File: config.mk
export PLATFORM = sky130hd
export DESIGN_NAME = fcds_top
export DESIGN_NICKNAME = d
export VERILOG_FILES = /design/src/design/fcds_sync.v /design/src/design/fcds_timer.v /design/src/design/fcds_top.v
export VERILOG_INCLUDE_DIRS = /design/src /design/src/common
export SDC_FILE = /design/constraint.sdc
export NUM_CORES = 1
export LEC_CHECK = 0
export ABC_AREA = 1
export BUFFER_PORTS_ARGS = -buffer_cell sky130_fd_sc_hd__buf_2
export CORE_UTILIZATION = 55
export DETAILED_ROUTE_END_ITERATION = 8
export GPL_TIMING_DRIVEN = 0
export PLACE_DENSITY = 0.75
export SLEW_MARGIN = 25
export SYNTH_ARGS = -nofsm -noshare
export SYNTH_HDL_FRONTEND = slang
export SYNTH_SLANG_ARGS = --single-unit
File: constraint.sdc
create_clock -name clk_in -period 2.2 [get_ports clk_in]
set_input_delay 0.11 -clock clk_in [delete_from_list [all_inputs] [get_ports clk_in]]
set_output_delay 0.11 -clock clk_in [all_outputs]
set_load 0.05 [all_outputs]
File: src/common/fcds_defs.vh
`ifndef FCDS_DEFS_VH
`define FCDS_DEFS_VH

// command bytes
`define FCDS_UNLOCK1_DATA 8'hAA
`define FCDS_UNLOCK2_DATA 8'h55
`define FCDS_UNLOCK1_ADDR 12'h555
`define FCDS_UNLOCK2_ADDR 12'hAAA
`define FCDS_CMD_ID 8'h90
`define FCDS_CMD_PROG 8'hA0
`define FCDS_CMD_ERASE 8'h80
`define FCDS_CMD_SECT 8'h30
`define FCDS_CMD_BULK 8'h10
`define FCDS_CMD_SUSP 8'hB0
`define FCDS_CMD_RESUME 8'h30
`define FCDS_CMD_RESET 8'hF0
`define FCDS_CMD_BYPASS 8'h20
`define FCDS_CMD_BYP_EXIT 8'h00

// query answers
`define FCDS_PROT_NO 8'h00
`define FCDS_PROT_YES 8'h01
`define FCDS_QA_ID 2'h1
`define FCDS_QA_PROT 2'h2

// status byte bit positions
`define FCDS_BIT_POLL 7
`define FCDS_BIT_TOGGLE 6
`define FCDS_BIT_FAIL 5
`define FCDS_BIT_WINDOW 3

// times in ns and the clock period
`define FCDS_CLK_NS 8
`define FCDS_APPEND_NS 80000
`define FCDS_ALLPROT_NS 100000
`define FCDS_APPEND_CYC (`FCDS_APPEND_NS / `FCDS_CLK_NS)
`define FCDS_ALLPROT_CYC (`FCDS_ALLPROT_NS / `FCDS_CLK_NS)
`define FCDS_GAP_CYC 1000

`endif

File: src/design/fcds_sync.v
`timescale 1ns/1ps
// three-stage pin synchroniser; change counted when stages two and three agree
module fcds_sync #(
	parameter W = 1
)
(
	// clock and reset
	input wire clk_in,
	input wire sys_rst_in,
	// pin side
	input wire [W-1:0] d_in,
	// clock side
	output reg [W-1:0] q_out
);
	reg [W-1:0] s1_r;
	reg [W-1:0] s2_r;
	reg [W-1:0] s3_r;
	integer i;
	always @(posedge clk_in)
	begin
		if (sys_rst_in)
		begin
			s1_r <= {W{1'b0}};
			s2_r <= {W{1'b0}};
			s3_r <= {W{1'b0}};
			q_out <= {W{1'b0}};
		end
		else
		begin
			s1_r <= d_in;
			s2_r <= s1_r;
			s3_r <= s2_r;
			for (i = 0; i < W; i = i + 1)
				if (s2_r[i] == s3_r[i])
					q_out[i] <= s3_r[i];
		end
	end
endmodule // fcds_sync

File: src/design/fcds_timer.v
`timescale 1ns/1ps
// down counter: load on start_in, done_out pulses on expiry
module fcds_timer #(
	parameter W = 16
)
(
	// clock and reset
	input wire clk_in,
	input wire sys_rst_in,
	// control
	input wire start_in,
	input wire stop_in,
	input wire [W-1:0] load_in,
	// state
	output reg busy_out,
	output reg done_out
);
	reg [W-1:0] cnt_r;
	always @(posedge clk_in)
	begin
		if (sys_rst_in)
		begin
			cnt_r <= {W{1'b0}};
			busy_out <= 1'b0;
			done_out <= 1'b0;
		end
		else
		begin
			done_out <= 1'b0;
			if (start_in)
			begin
				cnt_r <= load_in;
				busy_out <= 1'b1;
			end
			else if (stop_in)
				busy_out <= 1'b0;
			else if (busy_out)
			begin
				if (cnt_r <= {{(W-1){1'b0}}, 1'b1})
				begin
					busy_out <= 1'b0;
					done_out <= 1'b1;
				end
				cnt_r <= cnt_r - {{(W-1){1'b0}}, 1'b1};
			end
		end
	end
endmodule // fcds_timer

File: src/design/fcds_top.v
`timescale 1ns/1ps
`include "fcds_defs.vh"
// What this block does
// after id read, protection read or fail, stay out of read until reset command
// protection query at A1:A0=10 answers 00h unprotected, 01h protected
// host must not command an array it is fetching code from
// extra sector confirms accepted only within 80 us of the previous one
// erase suspended still serves reads, programs elsewhere and queries
// suspend accepted only while sector erase runs; the code also accepts it while bulk erase runs
// resume accepted only while erase suspended
// flash writes decode as command bytes; gaps must beat the time-out
// bad byte or excessive gap returns the decoder to read mode; in bypass the code returns it to bypass instead
// commands open with AAh at X555h then 55h at XAAAh, unless bypass
// address bits 15..12 ignored in commands; a sector select must be high
// primary select routes to primary array, secondary to secondary; id primary only
// read mode after reset and reset command; plain reads return contents
// host holds selects low and write strobe high during power-up
// id query is three writes then one read returning the id code
// status byte: poll on 7, toggle on 6, fail on 5, window on 3
// while programming poll bit is inverse of written bit 7
// status valid after fourth program write or sixth erase write
// poll bit reads 0 during erase, stored value after
// program into protected sector is ignored
// all-protected erase: poll 0, toggle about 100 us, then data
// toggle bit inverts on each read while algorithm runs
// fail bit 0 normally, set on failure, cleared by reset command; in bypass the code does not clear it
// window bit 0 after each sector confirm until window expires, then 1
// bypass entered by unlock writes then 20h; only bypass commands valid
// bypass program is A0h then data; 90h then 00h exits to read mode
// decode program, sector and bulk erase, suspend, resume and reset
// command gap time-out is a clock-cycle parameter
module fcds_top #(
	parameter GAP_CYC = `FCDS_GAP_CYC,
	parameter APPEND_CYC = `FCDS_APPEND_CYC,
	parameter ALLPROT_CYC = `FCDS_ALLPROT_CYC,
	parameter [7:0] DEVICE_ID = 8'h5A // arbitrary value
)
(
	// clock and reset
	input wire clk_in,
	input wire sys_rst_in,
	// bus pins
	input wire wr_n_in,
	input wire rd_n_in,
	input wire [15:0] addr_in,
	input wire [7:0] data_in,
	input wire [7:0] primary_sector_selects_in,
	input wire [3:0] secondary_sector_selects_in,
	// algorithm side
	input wire [7:0] mem_data_in,
	input wire sect_prot_in,
	input wire algo_done_in,
	input wire algo_fail_in,
	// read data
	output reg [7:0] rd_data_out,
	// algorithm requests
	output reg prog_start_out,
	output reg erase_start_out,
	output reg erase_bulk_out,
	output reg sect_add_out,
	output reg erase_suspend_out,
	output reg erase_resume_out,
	output reg target_secondary_out,
	output reg [15:0] target_addr_out,
	output reg [7:0] target_data_out,
	output reg busy_out,
	output reg suspended_out,
	output reg read_mode_out
);
	localparam ST_READ = 4'h0;
	localparam ST_U1 = 4'h1;
	localparam ST_U2 = 4'h2;
	localparam ST_PROG = 4'h3;
	localparam ST_E3 = 4'h4;
	localparam ST_E4 = 4'h5;
	localparam ST_E5 = 4'h6;
	localparam ST_QUERY = 4'h7;
	localparam ST_BYP = 4'h8;
	localparam ST_BYP_PROG = 4'h9;
	localparam ST_BYP_EXIT = 4'hA;
	localparam ST_HOLD = 4'hB;
	localparam OP_NONE = 2'h0;
	localparam OP_PROG = 2'h1;
	localparam OP_ERASE = 2'h2;

	// ************************************
	// pin synchronisers and strobe edges
	// ************************************
	wire [37:0] pins_s;
	reg wr_n_d_r;
	reg rd_n_d_r;
	fcds_sync #(.W(38)) u_sync (
		.clk_in(clk_in),
		.sys_rst_in(sys_rst_in),
		.d_in({wr_n_in, rd_n_in, addr_in, primary_sector_selects_in,
			secondary_sector_selects_in, data_in}),
		.q_out(pins_s)
	);
	wire wr_n_s = pins_s[37];
	wire rd_n_s = pins_s[36];
	wire [15:0] addr_s = pins_s[35:20];
	wire prim_sel = |pins_s[19:12];
	wire sec_sel = |pins_s[11:8];
	wire any_sel = prim_sel | sec_sel;
	wire wr_rise = wr_n_s & ~wr_n_d_r;
	wire rd_fall = ~rd_n_s & rd_n_d_r;
	wire cmd_wr = wr_rise & any_sel;
	// data passes the same three stages as the write strobe
	wire [7:0] wd = pins_s[7:0];

	function addr_is;
		input [15:0] a;
		input [11:0] v;
		begin
			addr_is = (a[11:0] == v);
		end
	endfunction

	// ************************************
	// decoder state
	// ************************************
	reg [3:0] st_r;
	reg [3:0] st_nxt;
	reg [1:0] op_r;
	reg suspended_r;
	reg fail_r;
	reg toggle_r;
	reg [1:0] query_r;
	reg [15:0] gap_r;
	reg exp_poll_r;
	reg win_open_r;
	reg byp_r;

	wire win_busy;
	wire win_done;
	wire ap_busy;
	wire ap_done;
	reg win_start;
	reg ap_start;
	fcds_timer #(.W(16)) u_win (
		.clk_in(clk_in),
		.sys_rst_in(sys_rst_in),
		.start_in(win_start),
		.stop_in(1'b0),
		.load_in(APPEND_CYC[15:0]),
		.busy_out(win_busy),
		.done_out(win_done)
	);
	fcds_timer #(.W(16)) u_ap (
		.clk_in(clk_in),
		.sys_rst_in(sys_rst_in),
		.start_in(ap_start),
		.stop_in(1'b0),
		.load_in(ALLPROT_CYC[15:0]),
		.busy_out(ap_busy),
		.done_out(ap_done)
	);

	wire unl1 = (wd == `FCDS_UNLOCK1_DATA) && addr_is(addr_s, `FCDS_UNLOCK1_ADDR);
	wire unl2 = (wd == `FCDS_UNLOCK2_DATA) && addr_is(addr_s, `FCDS_UNLOCK2_ADDR);
	wire at555 = addr_is(addr_s, `FCDS_UNLOCK1_ADDR);
	wire running = (op_r != OP_NONE) && !suspended_r;
	wire gap_out = (gap_r >= GAP_CYC[15:0]);
	wire mid_seq = (st_r != ST_READ) && (st_r != ST_BYP) && (st_r != ST_HOLD)
		&& (st_r != ST_QUERY);

	// next-state decode of command bytes
	always @*
	begin
		st_nxt = st_r;
		if (mid_seq && gap_out)
			st_nxt = byp_r ? ST_BYP : ST_READ;
		else if (cmd_wr)
		begin
			case (st_r)
				ST_READ, ST_HOLD:
				begin
					if (wd == `FCDS_CMD_RESET)
						st_nxt = ST_READ;
					else if (st_r == ST_HOLD)
						st_nxt = ST_HOLD;
					else if (unl1 && (!running || win_open_r))
						st_nxt = ST_U1;
					else
						st_nxt = ST_READ;
				end
				ST_U1: st_nxt = unl2 ? ST_U2 : ST_READ;
				ST_U2:
				begin
					if (!at555)
						st_nxt = ST_READ;
					else if (wd == `FCDS_CMD_ID)
						st_nxt = ST_QUERY;
					else if (wd == `FCDS_CMD_PROG && op_r != OP_PROG)
						st_nxt = ST_PROG;
					else if (wd == `FCDS_CMD_ERASE && op_r == OP_NONE)
						st_nxt = ST_E3;
					else if (wd == `FCDS_CMD_BYPASS && op_r == OP_NONE)
						st_nxt = ST_BYP;
					else
						st_nxt = ST_READ;
				end
				ST_E3: st_nxt = unl1 ? ST_E4 : ST_READ;
				ST_E4: st_nxt = unl2 ? ST_E5 : ST_READ;
				ST_E5: st_nxt = ST_READ;
				ST_PROG: st_nxt = ST_READ;
				ST_QUERY: st_nxt = (wd == `FCDS_CMD_RESET) ? ST_READ : ST_QUERY;
				ST_BYP:
				begin
					if (wd == `FCDS_CMD_PROG)
						st_nxt = ST_BYP_PROG;
					else if (wd == `FCDS_CMD_ID)
						st_nxt = ST_BYP_EXIT;
					else
						st_nxt = ST_BYP;
				end
				ST_BYP_PROG: st_nxt = ST_BYP;
				ST_BYP_EXIT: st_nxt = (wd == `FCDS_CMD_BYP_EXIT) ? ST_READ : ST_BYP;
				default: st_nxt = ST_READ;
			endcase
		end
	end

	// ************************************
	// sequencer registers
	// ************************************
	wire do_prog = cmd_wr && !gap_out && (st_r == ST_PROG || st_r == ST_BYP_PROG);
	wire do_erase = cmd_wr && !gap_out && (st_r == ST_E5);
	wire do_sect = do_erase && (wd == `FCDS_CMD_SECT);
	wire do_bulk = do_erase && (wd == `FCDS_CMD_BULK) && at555;
	wire do_append = cmd_wr && (st_r == ST_READ) && win_open_r && (wd == `FCDS_CMD_SECT)
		&& op_r == OP_ERASE;
	wire do_susp = cmd_wr && (wd == `FCDS_CMD_SUSP) && op_r == OP_ERASE && !suspended_r
		&& !win_open_r && (st_r == ST_READ);
	wire do_resume = cmd_wr && (wd == `FCDS_CMD_RESUME) && suspended_r
		&& (st_r == ST_READ);

	always @(posedge clk_in)
	begin
		if (sys_rst_in)
		begin
			st_r <= ST_READ;
			op_r <= OP_NONE;
			suspended_r <= 1'b0;
			fail_r <= 1'b0;
			toggle_r <= 1'b0;
			query_r <= 2'h0;
			gap_r <= 16'h0000;
			exp_poll_r <= 1'b0;
			win_open_r <= 1'b0;
			byp_r <= 1'b0;
			wr_n_d_r <= 1'b1;
			rd_n_d_r <= 1'b1;
			prog_start_out <= 1'b0;
			erase_start_out <= 1'b0;
			erase_bulk_out <= 1'b0;
			sect_add_out <= 1'b0;
			erase_suspend_out <= 1'b0;
			erase_resume_out <= 1'b0;
			target_secondary_out <= 1'b0;
			target_addr_out <= 16'h0000;
			target_data_out <= 8'h00;
			busy_out <= 1'b0;
			suspended_out <= 1'b0;
			read_mode_out <= 1'b1;
			rd_data_out <= 8'h00;
			win_start <= 1'b0;
			ap_start <= 1'b0;
		end
		else
		begin
			wr_n_d_r <= wr_n_s;
			rd_n_d_r <= rd_n_s;
			st_r <= st_nxt;
			if (st_nxt == ST_BYP)
				byp_r <= 1'b1;
			else if (st_nxt == ST_READ)
				byp_r <= 1'b0;
			// gap counter restarts on each command byte
			if (cmd_wr || !mid_seq)
				gap_r <= 16'h0000;
			else if (!gap_out)
				gap_r <= gap_r + 16'h0001;
			prog_start_out <= 1'b0;
			erase_start_out <= 1'b0;
			sect_add_out <= 1'b0;
			erase_suspend_out <= 1'b0;
			erase_resume_out <= 1'b0;
			win_start <= 1'b0;
			ap_start <= 1'b0;
			if (cmd_wr && st_r == ST_U2 && st_nxt == ST_QUERY)
				query_r <= 2'h0;
			if (do_prog && !sect_prot_in)
			begin
				op_r <= OP_PROG;
				prog_start_out <= 1'b1;
				target_addr_out <= addr_s;
				target_data_out <= wd;
				target_secondary_out <= sec_sel;
				exp_poll_r <= ~wd[7];
			end
			else if (do_sect || do_bulk)
			begin
				op_r <= OP_ERASE;
				erase_start_out <= 1'b1;
				erase_bulk_out <= do_bulk;
				target_addr_out <= addr_s;
				target_secondary_out <= sec_sel;
				exp_poll_r <= 1'b0;
				win_open_r <= do_sect;
				win_start <= do_sect;
				if (sect_prot_in || do_bulk)
					ap_start <= sect_prot_in;
			end
			else if (do_append)
			begin
				sect_add_out <= 1'b1;
				target_addr_out <= addr_s;
				win_start <= 1'b1;
			end
			if (win_done)
				win_open_r <= 1'b0;
			if (do_susp)
			begin
				suspended_r <= 1'b1;
				erase_suspend_out <= 1'b1;
			end
			if (do_resume)
			begin
				suspended_r <= 1'b0;
				erase_resume_out <= 1'b1;
			end
			// completion from the algorithm or the all-protected timer
			if ((algo_done_in || ap_done) && running && !ap_start && !prog_start_out
				&& !erase_start_out)
			begin
				op_r <= OP_NONE;
				win_open_r <= 1'b0;
			end
			// failure sets; reset command clears it outside bypass only; set wins
			if (running && algo_fail_in)
			begin
				fail_r <= 1'b1;
				op_r <= OP_NONE;
			end
			else if (cmd_wr && wd == `FCDS_CMD_RESET && !byp_r)
				fail_r <= 1'b0;
			if (fail_r && st_r == ST_READ)
				st_r <= ST_HOLD;
			// read side: query answer, status or contents
			if (rd_fall && any_sel)
			begin
				if (st_r == ST_QUERY && addr_s[1:0] == `FCDS_QA_ID && prim_sel)
					rd_data_out <= DEVICE_ID;
				else if (st_r == ST_QUERY && addr_s[1:0] == `FCDS_QA_PROT)
					rd_data_out <= sect_prot_in ? `FCDS_PROT_YES : `FCDS_PROT_NO;
				else if ((running || fail_r) && !(suspended_r))
				begin
					rd_data_out <= mem_data_in;
					rd_data_out[`FCDS_BIT_POLL] <= exp_poll_r;
					rd_data_out[`FCDS_BIT_TOGGLE] <= toggle_r;
					rd_data_out[`FCDS_BIT_FAIL] <= fail_r;
					rd_data_out[`FCDS_BIT_WINDOW] <= ~win_open_r;
					toggle_r <= ~toggle_r;
				end
				else
					rd_data_out <= mem_data_in;
			end
			busy_out <= running | ap_busy;
			suspended_out <= suspended_r;
			read_mode_out <= (st_r == ST_READ) && !fail_r;
		end
	end
endmodule // fcds_top

==> qor_table.md, run 1 <==
| Quantity | Reported |
| --- | --- |
| Worst Path Buf+Inv | 2 |
| Leakage power total | 5.27 nW |
| Share of async-settable or async-resettable flops after synthesis | 0% |
| Gate count after technology mapping | 1,261 |
| Maximum number of pins on one net before global-route repair | 15 |
| Worst path slowest cell | sky130_fd_sc_hd__dfxtp_1 |
| Highest cell delay on the worst timing path | 0.31 ns |
| Weighted congestion at the end of routability-driven global placement | 0.919 |
| Worst setup path endpoint | ap_start |
| Detailed-route wire length | 21,300 microns |
| Final clock period utilization by the worst path | 93.0% |
| Buffers inserted during post-CTS setup optimization | 0 |
| Sort of element at the start of the critical path | register |
| Max Clk Rate | 0.489 GHz |
| CTS sink cnt | 262 |
| Total power draw | 9.63 mW |
| Number of warnings reported in the yosys synthesis log | 0 |
| Area of the placeable core | 17,200 sq um |
| Unique cell type count in the Yosys netlist | 48 |
| Setup repair after global routing missed its margin | no |
| Standard-cell rows | 48 |
| Final critical path time including I/O delays and setup | 2.05 ns |
| Via count | 8,089 |
| Critical path class | reg -> reg |
| Number of max-capacitance violations reported | 0 |
| Remaining Overflow, GRT | 0 |
| Reg2reg setup slack | 0.15 ns |
| Result of the run | complete, no violations |
| Element type at the critical path end | register |
| Overall fraction of global-route tracks in use | 24.0% |
| WP data required | 2.65 ns |
| Fraction of final layout cells sized beyond drive strength 1 | 11.0% |
| Vias in the first global route | 7,524 |
| Initial DRC Count | 439 |
| Residual antenna-violating net count after detailed routing | 0 |
| Initial antenna violation count | 0 |
| Slew at the pin closest to its max-slew limit | 0.827 ns |
| Cells traversed along the worst timing path | inv_1, nand4_1, nor2_1, nand2_2, nand2_2, nor2_2, nand2_4, inv_1, nor2_2, nand3_1, a21oi_1 |
| Origin of the worst setup path | u_sync.q_out[15] |
| Top delay family on crit path | simple AND/OR/NAND/NOR gates |
| Area share of the leading cell type in the synthesized netlist | 54.1% |
| Most common cell in the netlist | sky130_fd_sc_hd__nor2_1 |
| Fin. Hold Viols | 0 |
| Die width | 135 microns |
| Slack of the critical path | 0.154 ns |
| Later-pin clock latency in the skew report | 0.53 ns |
| Total power divided by cell area | 819 nW/um^2 |
| Setup Skew | 0.0215 ns |
| Ratio of routed vias to standard cells | 4.84 |
| Post-CTS clock slew at the launch and capture registers of the worst setup and hold paths | 0.06 ns |
| R2r endpoint | ap_start |
| Number of pins with negative max-slew slack in the final report | 0 |
| Initial Util | 56.2% |
| Half-perimeter wire length of the detailed placement result | 14,600 microns |
| Antenna Diode Count | 0 |
| Startpoint of the lowest-slack register-to-register path | u_sync.q_out[15] |
| Highest fanout seen on the critical path | 9 |
| Count of boundary I/O pins | 93 |
| Worst ir drop on vdd | 0.000785 V |
| Max-Slew Margin vs Limit | 44.9% |
| Net count of the mapped netlist | 1,318 |
| Avg Cell Area, Syn | 7.68 sq um |
| Inserted Clock Buffers | 26 |
| Proportion of synthesized chip area in sequential cells | 54.1% |
| Buffers added on ports | 92 |
| Worst hold path type | in -> reg |
| Ranking of synthesized cells by instance count | sky130_fd_sc_hd__nor2_1 (276), sky130_fd_sc_hd__dfxtp_1 (262), sky130_fd_sc_hd__inv_1 (234) |
| Count of cell instances traversed by the critical path | 11 |
| Number of standard cells in the layout, taps in and fillers out | 1,670 |
| Deepest clock path buffer count | 3 |
| NumNets Final | 1,484 |
| Critical path arrival | 2.50 ns |
| Leading post-synthesis cells by cell area | sky130_fd_sc_hd__dfxtp_1 (54%), sky130_fd_sc_hd__nor2_1 (11%), sky130_fd_sc_hd__inv_1 (9.1%) |
| Final routed wire length divided by cell count | 12.8 microns |
| P&R area growth vs syn | 21.4% |
| CTS tree | done |
| Syn Std Cell Area | 9690 sq um |
| Setup violation total in the final timing report | 0 |
| DRC violation count after routing | 0 |
| DRT Pass-1 Iters | 5 |
| Register bit total from synthesis | 262 |
| Wire length of the first global-routing pass | 34,900 microns |
| Library cell with the largest summed area after synthesis | sky130_fd_sc_hd__dfxtp_1 |
| Total instance count after detailed placement | 1,578 |
| Buffer type at the clock tree root | sky130_fd_sc_hd__clkbuf_16 |
| Die extent in y | 135 microns |
| EDFF count, synth | 0 |
| Minimum setup slack after placement | -0.0198 ns |
| H-Tree Depth | 1 |
| Worst-case reg-to-reg path depth | 11 |
| Floorplan die area | 18,100 sq um |
| Top FF cell, synth | sky130_fd_sc_hd__dfxtp_1 |
-- state kept, by name, summed over array words and instances (netlist names), 2 cells and up --
name	flops
rd_data_out	8
u_win.cnt_r	16
u_sync.s1_r	38
u_sync.s2_r	38
u_sync.q_out	38
st_r	4
gap_r	16
u_sync.s3_r	38
target_addr_out	16
target_data_out	8
u_ap.cnt_r	16
op_r	2
-- repair_timing --
item                                   4_1_cts  5_1_grt
gates resized for setup                      0        1
setup endpoints to repair                    0        2
hold buffers                                46        0
endpoints found under the hold margin       48        0
-- tightest hold or removal path: stages --
cell,delay (ns)
sky130_fd_sc_hd__buf_2,0.08
sky130_fd_sc_hd__nand2_1,0.08
sky130_fd_sc_hd__o21ai_0,0.09
sky130_fd_sc_hd__nand2_1,0.06
sky130_fd_sc_hd__a21oi_1,0.11
-- layer usage --
| metal | routed length (microns) | GRT usage [%] |
|---|---|---|
| met1 | 9760 | 31.4 |
| met3 | 1170 | 3.57 |
| met5 | 0 | 0 |
| met2 | 10000 | 41.3 |
| met4 | 399 | 6.37 |
-- power breakdown --
part	leakage [nW]	internal, mW	switching [mW]
Combinational	2.71	0.148	0.198
Sequential	2.13	4.83	0.0395
Clock	0.429	2.64	1.77
-- per-stage QoR --
stage	cell area (sq um)	hold slack [ns]	TNS [ns]	utilization, %
2_1_floorplan	9690	0.217	0	-
5_1_grt	11800	0.0635	0	68.2
4_1_cts	11800	0.00346	0	68.2
3_5_place_dp	10400	0.315	-0.0309	60.5
3_3_place_gp	10400	0.308	-0.185	60.5
6_report	11800	0.0339	0	68.2
-- cell usage in the layout (no fill, tap or decap), types with 3 or more instances in the layout --
master / Yosys / final
sky130_fd_sc_hd__nand2_1: 167 / 167
sky130_fd_sc_hd__buf_2: 0 / 92
sky130_fd_sc_hd__a211oi_1: 13 / 13
sky130_fd_sc_hd__nor3_1: 21 / 21
sky130_fd_sc_hd__buf_6: 4 / 4
sky130_fd_sc_hd__dfxtp_1: 262 / 262
sky130_fd_sc_hd__clkbuf_8: 0 / 7
sky130_fd_sc_hd__inv_1: 234 / 234
sky130_fd_sc_hd__nor3b_1: 3 / 3
sky130_fd_sc_hd__nor2_1: 276 / 275
sky130_fd_sc_hd__buf_1: 7 / 7
sky130_fd_sc_hd__xnor2_1: 5 / 5
sky130_fd_sc_hd__o21ai_0: 68 / 68
sky130_fd_sc_hd__clkbuf_16: 0 / 26
sky130_fd_sc_hd__nor4_1: 7 / 7
sky130_fd_sc_hd__a221oi_1: 4 / 4
sky130_fd_sc_hd__nand2_2: 3 / 3
sky130_fd_sc_hd__xor2_1: 3 / 3
sky130_fd_sc_hd__nor2_2: 4 / 5
sky130_fd_sc_hd__dlygate4sd3_1: 0 / 46
sky130_fd_sc_hd__o31ai_1: 3 / 3
sky130_fd_sc_hd__a21oi_1: 81 / 81
sky130_fd_sc_hd__nand4_1: 10 / 10
sky130_fd_sc_hd__or2_2: 3 / 3
sky130_fd_sc_hd__a31oi_1: 3 / 3
sky130_fd_sc_hd__clkinv_2: 0 / 4
sky130_fd_sc_hd__clkbuf_1: 18 / 24
sky130_fd_sc_hd__nand3_1: 29 / 29
sky130_fd_sc_hd__ha_1: 6 / 6
-- kinds of logic after synthesis --
kind of cell               count (synthesis)  share of synthesized area (%)
AOI/OAI and AO/OA                        181                           10.3
DFF                                      262                           54.1
buffers and inverters                    264                           10.5
xor gates and xnor gates                   8                          0.723
adders and majority gates                  6                          0.775
and+or+nand+nor                          540                           23.5
-- area by class of cell --
cell class | instances | area (sq um)
fillers | 1392 | 5480
flip-flops and latches | 262 | 5250
multi-input cells | 735 | 3420
repair buffers | 138 | 921
inverters | 235 | 882
clock buffers | 39 | 769
well taps | 225 | 282
plain buffers | 29 | 139
clock inverters | 7 | 96.3
-- worst min-delay path by stage --
stage / slack [ns] / end / depth (start not counted) / from
6_report: 0.03 / rd_data_out[0] / 5 / mem_data_in[0]
5_1_grt: 0.06 / rd_data_out[0] / 5 / mem_data_in[0]
4_1_cts: 0.003 / rd_data_out[0] / 5 / mem_data_in[0]
3_5_place_dp: 0.31 / u_sync.s1_r[13] / 3 / primary_sector_selects_in[1]
3_3_place_gp: 0.31 / u_sync.s1_r[18] / 3 / primary_sector_selects_in[6]
2_1_floorplan: 0.22 / u_sync.s1_r[0] / 2 / data_in[0]
Note: power is estimated with default switching activity, not from simulation.
==> run 2: changes to the inputs <==
--- a/config.mk
+++ b/config.mk
@@ -11,7 +11,7 @@
 export CORE_UTILIZATION = 55
 export DETAILED_ROUTE_END_ITERATION = 8
 export GPL_TIMING_DRIVEN = 0
-export PLACE_DENSITY = 0.75
+export PLACE_DENSITY = 0.83
 export SLEW_MARGIN = 25
 export SYNTH_ARGS = -nofsm -noshare
 export SYNTH_HDL_FRONTEND = slang
==> run 2 against run 1 <==
Against the previous run:
- sequential cell count unchanged
- non-clock buffer count shrank 1
- combinational power increased by 3%
- core utilization fell by 0.48 points
- clock skew down 0.014 ns
- fmax up 3.9%
- global-route usage increased by 1.5 points
- largest cell class unchanged
==> qor_table.md, run 2 (synthesis results as in run 1) <==
| Quantity | Reported | vs previous |
| --- | --- | --- |
| Later-pin clock latency in the skew report | 0.51 ns | -0.02 ns |
| CTS tree | done |  |
| Wire length of the first global-routing pass | 37,000 microns | +6.1% |
| Floorplan die area | 18,100 sq um | unchanged |
| Max Clk Rate | 0.508 GHz | +3.9% |
| Number of pins with negative max-slew slack in the final report | 0 | unchanged |
| Initial DRC Count | 517 | +18% |
| Startpoint of the lowest-slack register-to-register path | st_r[3] |  |
| Fin. Hold Viols | 0 | unchanged |
| Slew at the pin closest to its max-slew limit | 0.793 ns | -0.0333 ns |
| Most common library cell in the layout ignoring fill and taps | sky130_fd_sc_hd__nor2_1 |  |
| Sort of element at the start of the critical path | register |  |
| Residual antenna-violating net count after detailed routing | 0 | unchanged |
| Highest cell delay on the worst timing path | 0.40 ns | +0.09 ns |
| Cells traversed along the worst timing path | inv_1, nand2_1, nor2_1, nor4_2, nand2_1, or2_0, nand2_1, nand4_1, nand2_1, nor2_1 |  |
| DRC violation count after routing | 0 | unchanged |
| Worst ir drop on vdd | 0.000612 V | -22% |
| Most repeated library cell on the critical path | sky130_fd_sc_hd__nand2_1 |  |
| Startpoint of the worst hold path | mem_data_in[7] |  |
| Half-perimeter wire length of the detailed placement result | 15,300 microns | +4.4% |
| Buffers added on ports | 92 | unchanged |
| Element type at the critical path end | register |  |
| Deepest clock path buffer count | 3 | unchanged |
| Inserted Clock Buffers | 25 | -3.8% |
| Origin of the worst setup path | st_r[3] |  |
| P&R area growth vs syn | 20.5% |  |
| Total power draw | 9.31 mW | -3.4% |
| Antenna Diode Count | 0 | unchanged |
| Number of max-capacitance violations reported | 0 | unchanged |
| Area of the placeable core | 17,200 sq um | unchanged |
| Leakage power total | 5.22 nW | -0.80% |
| Count of boundary I/O pins | 93 | unchanged |
| Buffers inserted during post-CTS setup optimization | 0 | unchanged |
| Remaining Overflow, GRT | 0 | unchanged |
| Internal | 7.29 mW | -4.3% |
| Setup Skew | 0.00714 ns | -0.0143 ns |
| Worst path slowest cell | sky130_fd_sc_hd__dfxtp_1 |  |
| Total Negative Setup Slacks | 0 ns | unchanged |
| Max-Slew Margin vs Limit | 47.1% | +2.2 points |
| Initial antenna violation count | 0 | unchanged |
| Sequential cell fraction of total power | 52.4% | +1.8 points |
| Total net switching power | 2.01 mW | +0.40% |
| Final clock period utilization by the worst path | 89.5% | -3.5 points |
| Placed cell area | 10,400 sq um | unchanged |
| DRT Pass-1 Iters | 5 | unchanged |
| Maximum number of pins on one net before global-route repair | 16 | +1 |
| Critical path class | reg -> reg |  |
| Initial Util | 56.2% | unchanged |
| Switch share | 21.6% | +0.81 points |
| Final routed wire length divided by cell count | 13.7 microns | +7.6% |
| WP data required | 2.61 ns | -0.04 ns |
| Overall fraction of global-route tracks in use | 25.5% | +1.5 points |
| Final design area excluding fillers | 11,700 sq um | -0.70% |
| Proportion of power drawn by the clock network | 43.8% | -2.0 points |
| Via count | 8,350 | +3.2% |
| Die extent in y | 135 microns | unchanged |
| Critical path arrival | 2.38 ns | -0.12 ns |
| Buffer type at the clock tree root | sky130_fd_sc_hd__clkbuf_16 |  |
| Worst hold path type | in -> reg |  |
| Die width | 135 microns | unchanged |
| NumNets Final | 1,482 | -0.13% |
| Detailed-route wire length | 22,900 microns | +7.4% |
| Vias in the first global route | 8,209 | +9.1% |
| Fraction of final layout cells sized beyond drive strength 1 | 11.2% | +0.16 points |
| Standard-cell rows | 48 | unchanged |
| Total power divided by cell area | 797 nW/um^2 | -2.7% |
| Most frequent cells in the layout | sky130_fd_sc_hd__nor2_1 (275), sky130_fd_sc_hd__dfxtp_1 (262), sky130_fd_sc_hd__inv_1 (234) |  |
| Fill cell instance count of the final layout | 1,316 | -5.5% |
| Setup repair after global routing missed its margin | no |  |
| CTS sink cnt | 262 | unchanged |
| Highest fanout seen on the critical path | 6 | -3 |
| Result of the run | complete, no violations |  |
| Post-CTS clock slew at the launch and capture registers of the worst setup and hold paths | 0.06 ns | about the same |
| Combinational share of power | 3.8% | +0.2 points |
| Final critical path time including I/O delays and setup | 1.97 ns | -0.0777 ns |
| Ratio of routed vias to standard cells | 5.01 | +3.4% |
| H-Tree Depth | 1 | unchanged |
| Setup violation total in the final timing report | 0 | unchanged |
| Weighted congestion at the end of routability-driven global placement | 0.918 | -0.12% |
==> run 2: cell types whose count changed in the layout (fill, tap and decap cells not counted), sizes merged <==
cell         previous run  this run
clkinv                  5         9
clkinvlp                0         2
dlygate4sd3            46        45
bufinv                  2         1
clkbuf                 57        50
==> run 2: layout make-up <==
type                       count  area [sq um]  area share [%]
inverter                     235           882            7.56
tap                          225           282            2.41
clock buffer                  32           682            5.84
sequential                   262          5250            44.9
buffer                        29           139            1.19
clock inverter                12          97.6           0.836
multi-input combinational    735          3440            29.4
timing repair buffer         137           911            7.80
==> run 2: through the flow <==
step	hold slack, ns	utilization [%]	instances	setup slack [ns]
CTS	0.0459	67.6	1667	0.0144
finish	0.0467	67.7	1667	0.232
global route	0.0709	67.7	1667	0.00421
floorplan	0.217	-	1261	0.554
detailed placement	0.316	60.5	1578	0.0717
global placement	0.308	60.5	1578	0.0791
==> run 2: routing by layer <==
metal | vias up | track usage, % | wire [microns]
li1 | 4224 | - | -
met1 | 3837 | 28.5 | 9260
met2 | 215 | 46.1 | 11400
met3 | 74 | 4.99 | 1270
met4 | 0 | 12.9 | 968
met5 | - | 0 | 0
==> run 2: path summary, 6_finish.rpt <==
kind | endpoint | slack, ns | cells past startpoint
min | rd_data_out[7] | 0.05 | 5
max reg2reg | byp_r | 0.23 | 10
max | byp_r | 0.23 | 10
min reg2reg | u_sync.s2_r[16] | 0.40 | 2
==> run 2: critical path, delay by kind of cell, from the launching register on <==
family | cells | cell delay, ns
and+or+nand+nor | 9 | 1.41
DFF | 1 | 0.40
buffers and inverters | 1 | 0.06
==> run 2: repair_timing <==
item,CTS,global route
hold endpoints to repair,47,0
resized for setup,0,4
setup endpoints to repair,0,7
hold buffers,45,0
==> run 2: power groups by stage <==
stage | registers, mW | clock network [mW] | logic, mW
after floorplan | 4.98 | 0 | 0.158
after global placement | 4.97 | 0 | 0.271
after detailed placement | 4.98 | 0 | 0.280
after CTS | 4.87 | 4.11 | 0.345
after global routing | 4.88 | 4.30 | 0.392
final | 4.87 | 4.08 | 0.356
